<file path="config.mk">
export PLATFORM = sky130hd
export DESIGN_NAME = memory_type_range_lookup
export DESIGN_NICKNAME = d
export VERILOG_FILES = /design/src/rtl/memory_type_range_lookup.v
export VERILOG_INCLUDE_DIRS = /design/src /design/src/rtl
export SDC_FILE = /design/constraint.sdc
export NUM_CORES = 2
export LEC_CHECK = 0
export BUFFER_PORTS_ARGS = -buffer_cell sky130_fd_sc_hd__buf_4
export CAP_MARGIN = 20
export CORE_AREA = 8 8 338 373
export CTS_BUF_LIST = sky130_fd_sc_hd__clkbuf_4 sky130_fd_sc_hd__clkbuf_8
export CTS_CLUSTER_DIAMETER = 50
export DETAILED_ROUTE_END_ITERATION = 8
export DIE_AREA = 0 0 346 381
export SYNTH_ARGS = -nofsm -noshare
export SYNTH_HDL_FRONTEND = slang
export SYNTH_SLANG_ARGS = --single-unit
</file>
<file path="constraint.sdc">
create_clock -name sys_clk -period 4.5 [get_ports sys_clk]
set_input_delay 0.9 -clock sys_clk [delete_from_list [all_inputs] [get_ports sys_clk]]
set_output_delay 0.9 -clock sys_clk [all_outputs]
set_load 0.01 [all_outputs]
</file>
<file path="src/rtl/range_lookup_defs.vh">
// Purpose: constants for the memory-type range lookup block
// Assumes: register indices are local model-register numbers
// Notes: register indices are arbitrary local choices
`ifndef RANGE_LOOKUP_DEFS_VH
`define RANGE_LOOKUP_DEFS_VH

// register indices
`define IDX_FIXED_E8000 12'h010
`define IDX_FIXED_F0000 12'h011
`define IDX_FIXED_F8000 12'h012
`define IDX_VAR_FIRST 12'h020
`define IDX_VAR_LAST 12'h02f
`define IDX_DEFAULT_TYPE 12'h030
`define IDX_CAPABILITY 12'h031

// type encodings
`define TYPE_UNCACHED 8'h00
`define TYPE_COMBINING 8'h01
`define TYPE_WRITE_THROUGH 8'h04
`define TYPE_WRITE_PROTECT 8'h05
`define TYPE_WRITE_BACK 8'h06

// field positions
`define TYPE_MSB 7
`define ADDR_FIELD_MSB 51
`define ADDR_FIELD_LSB 12
`define PAIR_VALID_BIT 11
`define FIXED_ON_BIT 10
`define TYPING_ON_BIT 11
`define CAP_FIXED_BIT 8
`define CAP_COMBINING_BIT 10
`define FEATURE_TYPING_BIT 12

// capability contents
`define PAIR_COUNT 8'h08
`define PAIR_NUM 8
`define FIXED_SUPPORTED 1'b1
`define COMBINING_SUPPORTED 1'b1

// fixed window of 4-Kbyte segments: segment numbers e8..ff
`define FIXED_FIRST_SEG 8'he8
`define FIXED_REG_NUM 3

// reset values
`define RESET_DEFAULT_CTRL 64'h0000000000000000
`define RESET_DEFAULT_TYPE 8'h00
`define RESET_WORD 64'h0000000000000000

`endif

</file>
<file path="src/rtl/memory_type_range_lookup.v">
// Purpose: range-based memory-type registers and lookup for one core
// Assumes: register and query strobes come from logic on sys_clk
// Notes: answers arrive one cycle after the strobe, from flip-flops
`timescale 1ns/1ns
`include "range_lookup_defs.vh"

module memory_type_range_lookup (
    input wire sys_clk,
    input wire rst,
    input wire reg_rd,
    input wire reg_wr,
    input wire [11:0] reg_idx,
    input wire [63:0] reg_wdata,
    output reg [63:0] reg_rdata_ff,
    output reg reg_done_ff,
    output reg general_protection_fault_ff,
    input wire id_query,
    output reg [31:0] feature_result_register_ff,
    output reg id_done_ff,
    input wire lookup_req,
    input wire [51:0] lookup_addr,
    output reg [7:0] lookup_type_ff,
    output reg lookup_done_ff
);

    reg [63:0] fixed_ff [0:`FIXED_REG_NUM-1];
    reg [7:0] base_type_ff [0:`PAIR_NUM-1];
    reg [39:0] base_addr_ff [0:`PAIR_NUM-1];
    reg [39:0] mask_addr_ff [0:`PAIR_NUM-1];
    reg [`PAIR_NUM-1:0] pair_valid_ff;
    reg [7:0] default_type_ff;
    reg fixed_on_ff;
    reg typing_on_ff;

    reg [63:0] rd_word;
    reg idx_known;
    reg wr_legal;
    reg [7:0] var_present;
    reg [7:0] var_type;
    reg [7:0] fixed_type;
    reg [7:0] nxt_lookup_type;
    reg [4:0] fixed_slot;
    reg [7:0] seg;
    reg fixed_hit;
    reg [7:0] seg_off;
    wire [39:0] target_page;
    wire [`PAIR_NUM-1:0] pair_hit;
    wire [7:0] fixed_byte [0:`FIXED_REG_NUM*8-1];
    wire refused;
    genvar g;
    wire [2:0] pair_sel;
    wire is_var;
    wire is_mask;
    integer i;
    integer k;

    assign is_var = (reg_idx >= `IDX_VAR_FIRST) && (reg_idx <= `IDX_VAR_LAST);
    assign pair_sel = reg_idx[3:1];
    assign is_mask = reg_idx[0];
    // full 52-bit target, fields cut at bits 51:12
    assign target_page = lookup_addr[`ADDR_FIELD_MSB:`ADDR_FIELD_LSB];
    // refused accesses fault and store nothing
    assign refused = (reg_rd && !idx_known) || (reg_wr && !wr_legal);

    // one comparator per pair, no priority among them
    generate
        for (g = 0; g < `PAIR_NUM; g = g + 1) begin : pair_cmp
            wire [39:0] masked_base;
            wire [39:0] masked_target;
            assign masked_base = mask_addr_ff[g] & base_addr_ff[g];
            assign masked_target = mask_addr_ff[g] & target_page;
            // a cleared valid flag keeps the pair out
            assign pair_hit[g] = pair_valid_ff[g] && (masked_base == masked_target);
        end
    endgenerate

    // one byte per 4K segment, segment e8 first
    generate
        for (g = 0; g < `FIXED_REG_NUM * 8; g = g + 1) begin : fixed_seg
            // lowest segment in bits 7:0, upward by byte
            assign fixed_byte[g] = fixed_ff[g / 8][(g % 8) * 8 +: 8];
        end
    endgenerate

    // only standard encodings count as legal
    // reserved type bits 7:3 must be zero, which the compare covers
    function std_type;
        input [7:0] t;
        begin
            std_type = (t == `TYPE_UNCACHED) || (t == `TYPE_COMBINING) ||
                (t == `TYPE_WRITE_THROUGH) || (t == `TYPE_WRITE_PROTECT) ||
                (t == `TYPE_WRITE_BACK);
        end
    endfunction

    function all_std;
        input [63:0] w;
        integer j;
        begin
            all_std = 1'b1;
            for (j = 0; j < 8; j = j + 1) begin
                if (!std_type(w[j*8 +: 8])) begin
                    all_std = 1'b0;
                end
            end
        end
    endfunction

    // register read mux and write legality
    always @* begin
        rd_word = 64'h0000000000000000;
        idx_known = 1'b1;
        wr_legal = 1'b1;
        if (is_var) begin
            // pair fields read back as written
            if (is_mask) begin
                rd_word[`ADDR_FIELD_MSB:`ADDR_FIELD_LSB] = mask_addr_ff[pair_sel];
                rd_word[`PAIR_VALID_BIT] = pair_valid_ff[pair_sel];
            end else begin
                rd_word[`ADDR_FIELD_MSB:`ADDR_FIELD_LSB] = base_addr_ff[pair_sel];
                rd_word[`TYPE_MSB:0] = base_type_ff[pair_sel];
                // extended encodings refused in the base type
                wr_legal = std_type(reg_wdata[`TYPE_MSB:0]);
            end
        end else begin
            case (reg_idx)
                `IDX_FIXED_E8000: begin
                    rd_word = fixed_ff[0];
                    wr_legal = all_std(reg_wdata);
                end
                `IDX_FIXED_F0000: begin
                    rd_word = fixed_ff[1];
                    wr_legal = all_std(reg_wdata);
                end
                `IDX_FIXED_F8000: begin
                    rd_word = fixed_ff[2];
                    wr_legal = all_std(reg_wdata);
                end
                `IDX_DEFAULT_TYPE: begin
                    rd_word[`TYPE_MSB:0] = default_type_ff;
                    rd_word[`FIXED_ON_BIT] = fixed_on_ff;
                    rd_word[`TYPING_ON_BIT] = typing_on_ff;
                    // default field takes standard encodings only
                    wr_legal = std_type(reg_wdata[`TYPE_MSB:0]);
                end
                `IDX_CAPABILITY: begin
                    // pair count in the low byte
                    rd_word[7:0] = `PAIR_COUNT;
                    rd_word[`CAP_FIXED_BIT] = `FIXED_SUPPORTED;
                    rd_word[`CAP_COMBINING_BIT] = `COMBINING_SUPPORTED;
                    wr_legal = 1'b0;
                end
                default: begin
                    idx_known = 1'b0;
                    wr_legal = 1'b0;
                end
            endcase
        end
    end

    // register file
    always @(posedge sys_clk) begin
        if (rst) begin
            for (i = 0; i < `FIXED_REG_NUM; i = i + 1) begin
                fixed_ff[i] <= `RESET_WORD;
            end
            for (i = 0; i < `PAIR_NUM; i = i + 1) begin
                base_type_ff[i] <= 8'h00;
                base_addr_ff[i] <= 40'h0000000000;
                mask_addr_ff[i] <= 40'h0000000000;
            end
            pair_valid_ff <= 8'h00;
            default_type_ff <= `RESET_DEFAULT_TYPE;
            fixed_on_ff <= 1'b0;
            typing_on_ff <= 1'b0;
        // a write lands on this edge, so a lookup in the next cycle sees it
        end else if (reg_wr && wr_legal) begin
            if (is_var) begin
                if (is_mask) begin
                    // mask field, low twelve bits implied zero
                    mask_addr_ff[pair_sel] <= reg_wdata[`ADDR_FIELD_MSB:`ADDR_FIELD_LSB];
                    pair_valid_ff[pair_sel] <= reg_wdata[`PAIR_VALID_BIT];
                end else begin
                    // base field, low twelve bits implied zero
                    base_addr_ff[pair_sel] <= reg_wdata[`ADDR_FIELD_MSB:`ADDR_FIELD_LSB];
                    base_type_ff[pair_sel] <= reg_wdata[`TYPE_MSB:0];
                end
            end else begin
                case (reg_idx)
                    `IDX_FIXED_E8000: begin
                        fixed_ff[0] <= reg_wdata;
                    end
                    `IDX_FIXED_F0000: begin
                        fixed_ff[1] <= reg_wdata;
                    end
                    `IDX_FIXED_F8000: begin
                        fixed_ff[2] <= reg_wdata;
                    end
                    `IDX_DEFAULT_TYPE: begin
                        default_type_ff <= reg_wdata[`TYPE_MSB:0];
                        fixed_on_ff <= reg_wdata[`FIXED_ON_BIT];
                        typing_on_ff <= reg_wdata[`TYPING_ON_BIT];
                    end
                    default: begin
                        fixed_on_ff <= fixed_on_ff;
                    end
                endcase
            end
        end
    end

    // register answer; a faulting write changes nothing
    always @(posedge sys_clk) begin
        if (rst) begin
            reg_rdata_ff <= 64'h0000000000000000;
            reg_done_ff <= 1'b0;
            general_protection_fault_ff <= 1'b0;
        end else begin
            reg_done_ff <= reg_rd || reg_wr;
            general_protection_fault_ff <= refused;
            // zero outside good reads, so no stale word shows with a later answer
            if (reg_rd && idx_known) begin
                reg_rdata_ff <= rd_word;
            end else begin
                reg_rdata_ff <= 64'h0000000000000000;
            end
        end
    end

    // identification query answer
    always @(posedge sys_clk) begin
        if (rst) begin
            feature_result_register_ff <= 32'h00000000;
            id_done_ff <= 1'b0;
        end else begin
            // result holds after the pulse, so a late reader still sees it
            id_done_ff <= id_query;
            if (id_query) begin
                feature_result_register_ff <= 32'h00000001 << `FEATURE_TYPING_BIT;
            end
        end
    end

    // lookup datapath
    always @* begin
        var_present = 8'h00;
        // identical types set the same bit, so one bit set means one type
        for (k = 0; k < `PAIR_NUM; k = k + 1) begin
            if (pair_hit[k]) begin
                var_present[base_type_ff[k][2:0]] = 1'b1;
            end
        end
        if (var_present[0]) begin
            var_type = `TYPE_UNCACHED;
        end else if (var_present == 8'h02) begin
            var_type = `TYPE_COMBINING;
        end else if (var_present == 8'h10) begin
            var_type = `TYPE_WRITE_THROUGH;
        end else if (var_present == 8'h20) begin
            var_type = `TYPE_WRITE_PROTECT;
        end else if (var_present == 8'h40) begin
            var_type = `TYPE_WRITE_BACK;
        end else if (var_present == 8'h50) begin
            var_type = `TYPE_WRITE_THROUGH;
        end else begin
            // undefined mixes resolve to the safest type
            var_type = `TYPE_UNCACHED;
        end
        seg = lookup_addr[19:12];
        fixed_hit = (lookup_addr[51:20] == 32'h00000000) && (seg >= `FIXED_FIRST_SEG);
        seg_off = seg - `FIXED_FIRST_SEG;
        fixed_slot = seg_off[4:0];
        if (fixed_slot < 5'd24) begin
            fixed_type = fixed_byte[fixed_slot];
        end else begin
            fixed_type = `TYPE_UNCACHED;
        end
        if (!typing_on_ff) begin
            nxt_lookup_type = `TYPE_UNCACHED;
        // fixed enable gates fixed ranges only
        // checked only under the global enable
        // fixed hit wins over variable hits
        end else if (fixed_on_ff && fixed_hit) begin
            nxt_lookup_type = fixed_type;
        end else if (var_present != 8'h00) begin
            nxt_lookup_type = var_type;
        end else begin
            // no hit takes the default type
            nxt_lookup_type = default_type_ff;
        end
    end

    // lookup answer one cycle after the request
    always @(posedge sys_clk) begin
        if (rst) begin
            lookup_type_ff <= `TYPE_UNCACHED;
            lookup_done_ff <= 1'b0;
        end else begin
            // type holds between requests, so a slow consumer may read it late
            lookup_done_ff <= lookup_req;
            if (lookup_req) begin
                lookup_type_ff <= nxt_lookup_type;
            end
        end
    end

endmodule // memory_type_range_lookup

</file>
==> impl_metrics.json <==
{
  "fp.dieArea_um2": 132000,
  "yosysWarnings": 0,
  "grt_use_met2_pct": 55.0,
  "worstPathRequired_ns": 5.07,
  "cts.clk_slew.worst_paths_ns": 0.06,
  "start_kind": "input pin",
  "synth_top_area_cell": "edfxtp_1",
  "fmax_ghz": 0.265,
  "post_cts_buffers": 0,
  "synth_cell_types": 73,
  "ys_top_cells_by_count": "edfxtp_1 (896), and2_1 (700), a22oi_1 (410)",
  "holdBufCountCts": 0,
  "cp.arrival_ns": 4.35,
  "io_buffers": 198,
  "nets": 4494,
  "skew_ns": 0.0433,
  "ys_seq_area_share_pct": 59.1,
  "synth_edf_count": 896,
  "finalCritPeriodShare_pct": 83.9,
  "status": "completed",
  "cts_root_buffer": "clkbuf_8",
  "drt-initial-drc-count": 6556,
  "netlist_area_um2": 48700,
  "cp-endpoint": "base_addr_ff[6][9]",
  "drtAntennaViolNets": 0,
  "post-place-ws_ns": -0.157,
  "syn2layout_area_growth_pct": 19.6,
  "worstRegToRegCells": 10,
  "synth_cells": 3799,
  "rows": 134,
  "worstSkewPairLatency_ns": 0.92,
  "post-route-min-period_ns": 3.78,
  "cts_buffers": 175,
  "grt_pass1_wl_um": 324000,
  "cts_resized": 0,
  "fin_util_pct": 48.6,
  "worstSetupPathType": "input pin to register",
  "num_vias": 38700,
  "avgSynthCellArea_um2": 12.8,
  "worst_setup_path_end_kind": "register",
  "reg2reg_to": "lookup_type_ff[5]",
  "drive_gt1_share_pct": 22.0,
  "met1_usage_pct": 43.2,
  "place_hpwl_um": 180000,
  "viasPerCell": 6.37,
  "p_leak_nw": 21.3,
  "gr-total-overflow": 0,
  "layout_setup_ws_ns": 0.723,
  "rsz0062_at_grt": "no",
  "cp_max_fo": 25,
  "ys.flop_type": "edfxtp_1",
  "powerDensity_nw_per_um2": 380,
  "htreeDepth": 4,
  "max-vdd-ir-drop_v": 0.000210,
  "max_slew_margin_pct": 34.3,
  "maxCapViolCount": 0,
  "drc": 0,
  "synth_top_cell_area_share_pct": 55.2,
  "start_util_pct": 40.6,
  "num_io_pins": 242,
  "numClockSinks": 991,
  "die_w_um": 346,
  "grt_pass1_vias": 36800,
  "die_y_um": 381,
  "antenna_found_initial": 28,
  "wl_per_cell_um": 40.5,
  "worst_hold_slack_ns": 0.200,
  "cts_tree": "done",
  "crit_start": "reg_wdata[23]",
  "first_pass_iters": 8,
  "grt_max_degree": 68,
  "hp-class": "input pin to register",
  "ys_seq_elements": 991,
  "async_flop_share_pct": 0,
  "hold_viol_final": 0,
  "timing.rr.start": "base_addr_ff[6][31]",
  "synth.most_common_cell": "edfxtp_1",
  "core_um2": 120000,
  "gr-max-usage-layer": "met2",
  "use_met3_pct": 11.2,
  "grt_usage_pct": 35.9,
  "synth.area.top_cells": "edfxtp_1 (55%), and2_1 (9.0%), a22oi_1 (6.3%), xor2_1 (5.8%), dfxtp_1 (3.9%)",
  "finalMaxSlewViolations": 0,
  "setup_viol_count_final": 0,
  "finalWeightedCongestion": 1.10,
  "tightest_slew_ns": 0.986,
  "clockBufferDepth": 3,
  "r2r_setup_slack_ns": 0.81,
  "wirelength_um": 246000,
  "hold_depth": 2
}
## metal layers
| metal | routed length (um) | vias up | share of wire (%) |
|---|---|---|---|
| met4 | 21200 | 10 | 8.6 |
| met5 | 66 | - | 0.027 |
| met1 | 86100 | 19300 | 35 |
| met3 | 30700 | 705 | 13 |
| li1 | - | 15500 | - |
| met2 | 108000 | 3137 | 44 |
## cells by family (layout without fill, tap and decap cells)
family	after synthesis	after routing	share of synthesized area (%)
buf+inv	352	859	3.64
flops	991	991	59.1
xor+xnor	320	320	5.75
mux	96	96	3.50
simple gates	1168	1168	14.5
other cells	1	203	0.00770
fa+ha+maj	1	1	0.0257
compound gates	870	870	13.5
## power by group
part	switching, mW	internal (mW)	leakage, nW
combinational	1.77	0.789	10.1
clock	4.04	4.59	1.86
sequential	0.431	10.5	9.32
## area by class of cell
type                    instances  area (um2)
multi-input cells            2646       19000
inverters                      16        60.1
diodes                         12        30.0
flip-flops and latches        991       28800
clock inverters                66         507
well taps                    1564        1960
fillers                     10700       61800
clock buffers                 248        3030
repair buffers                529        4900
## critical path: stages
cell and delay, ns:
buf_4 0.17, nor4_1 0.64, buf_4 0.26, nand4_1 0.16, nor2_1 0.23, buf_4 0.22
o211a_1 0.20, o21ai_1 0.08, a21oi_2 0.17, nand2_1 0.09, or3_4 0.40, buf_12 0.18
nor2_8 0.12, or2_2 0.19, buf_12 0.26
## cells in the final DEF (no fill, tap or decap), drive strengths merged, types with 49 or more instances in the layout
master / instances
a21oi: 81
clkinv: 49
buf: 529
and2: 700
clkbuf: 248
nand4: 92
conb: 191
a22o: 91
mux4: 56
xor2: 320
dfxtp: 95
nand2: 78
nor2: 92
a31oi: 63
a22oi: 410
edfxtp: 896
a221oi: 123
## sequential cells by signal, summed over array words and instances, names as in the netlist, 8 cells and up
register	count
base_addr_ff	320
mask_addr_ff	320
fixed_ff	192
base_type_ff	64
reg_rdata_ff	64
default_type_ff	8
lookup_type_ff	8
pair_valid_ff	8
## worst min path at each step
stage	startpoint	to	slack (ns)
final	id_query	id_done_ff	0.20
after floorplan	default_type_ff[5]	default_type_ff[5]	0.45
after global placement	feature_result_register_ff[12]	feature_result_register_ff[12]	0.46
after global routing	id_query	feature_result_register_ff[12]	0.18
after CTS	id_query	id_done_ff	0.12
after detailed placement	lookup_type_ff[7]	lookup_type_ff[7]	0.48
## through the flow
stage                     cell area (um2)  setup TNS [ns]  total power, mW  instances
after floorplan                     49400               0             12.0       3989
after global placement              54700         -680.90             13.5       5745
after detailed placement            54700          -41.29             13.5       5746
after CTS                           58300               0             22.1       6060
after global routing                58300               0             22.6       6064
final                               58300               0             22.1       6072
(Power assumes the default switching activity.)
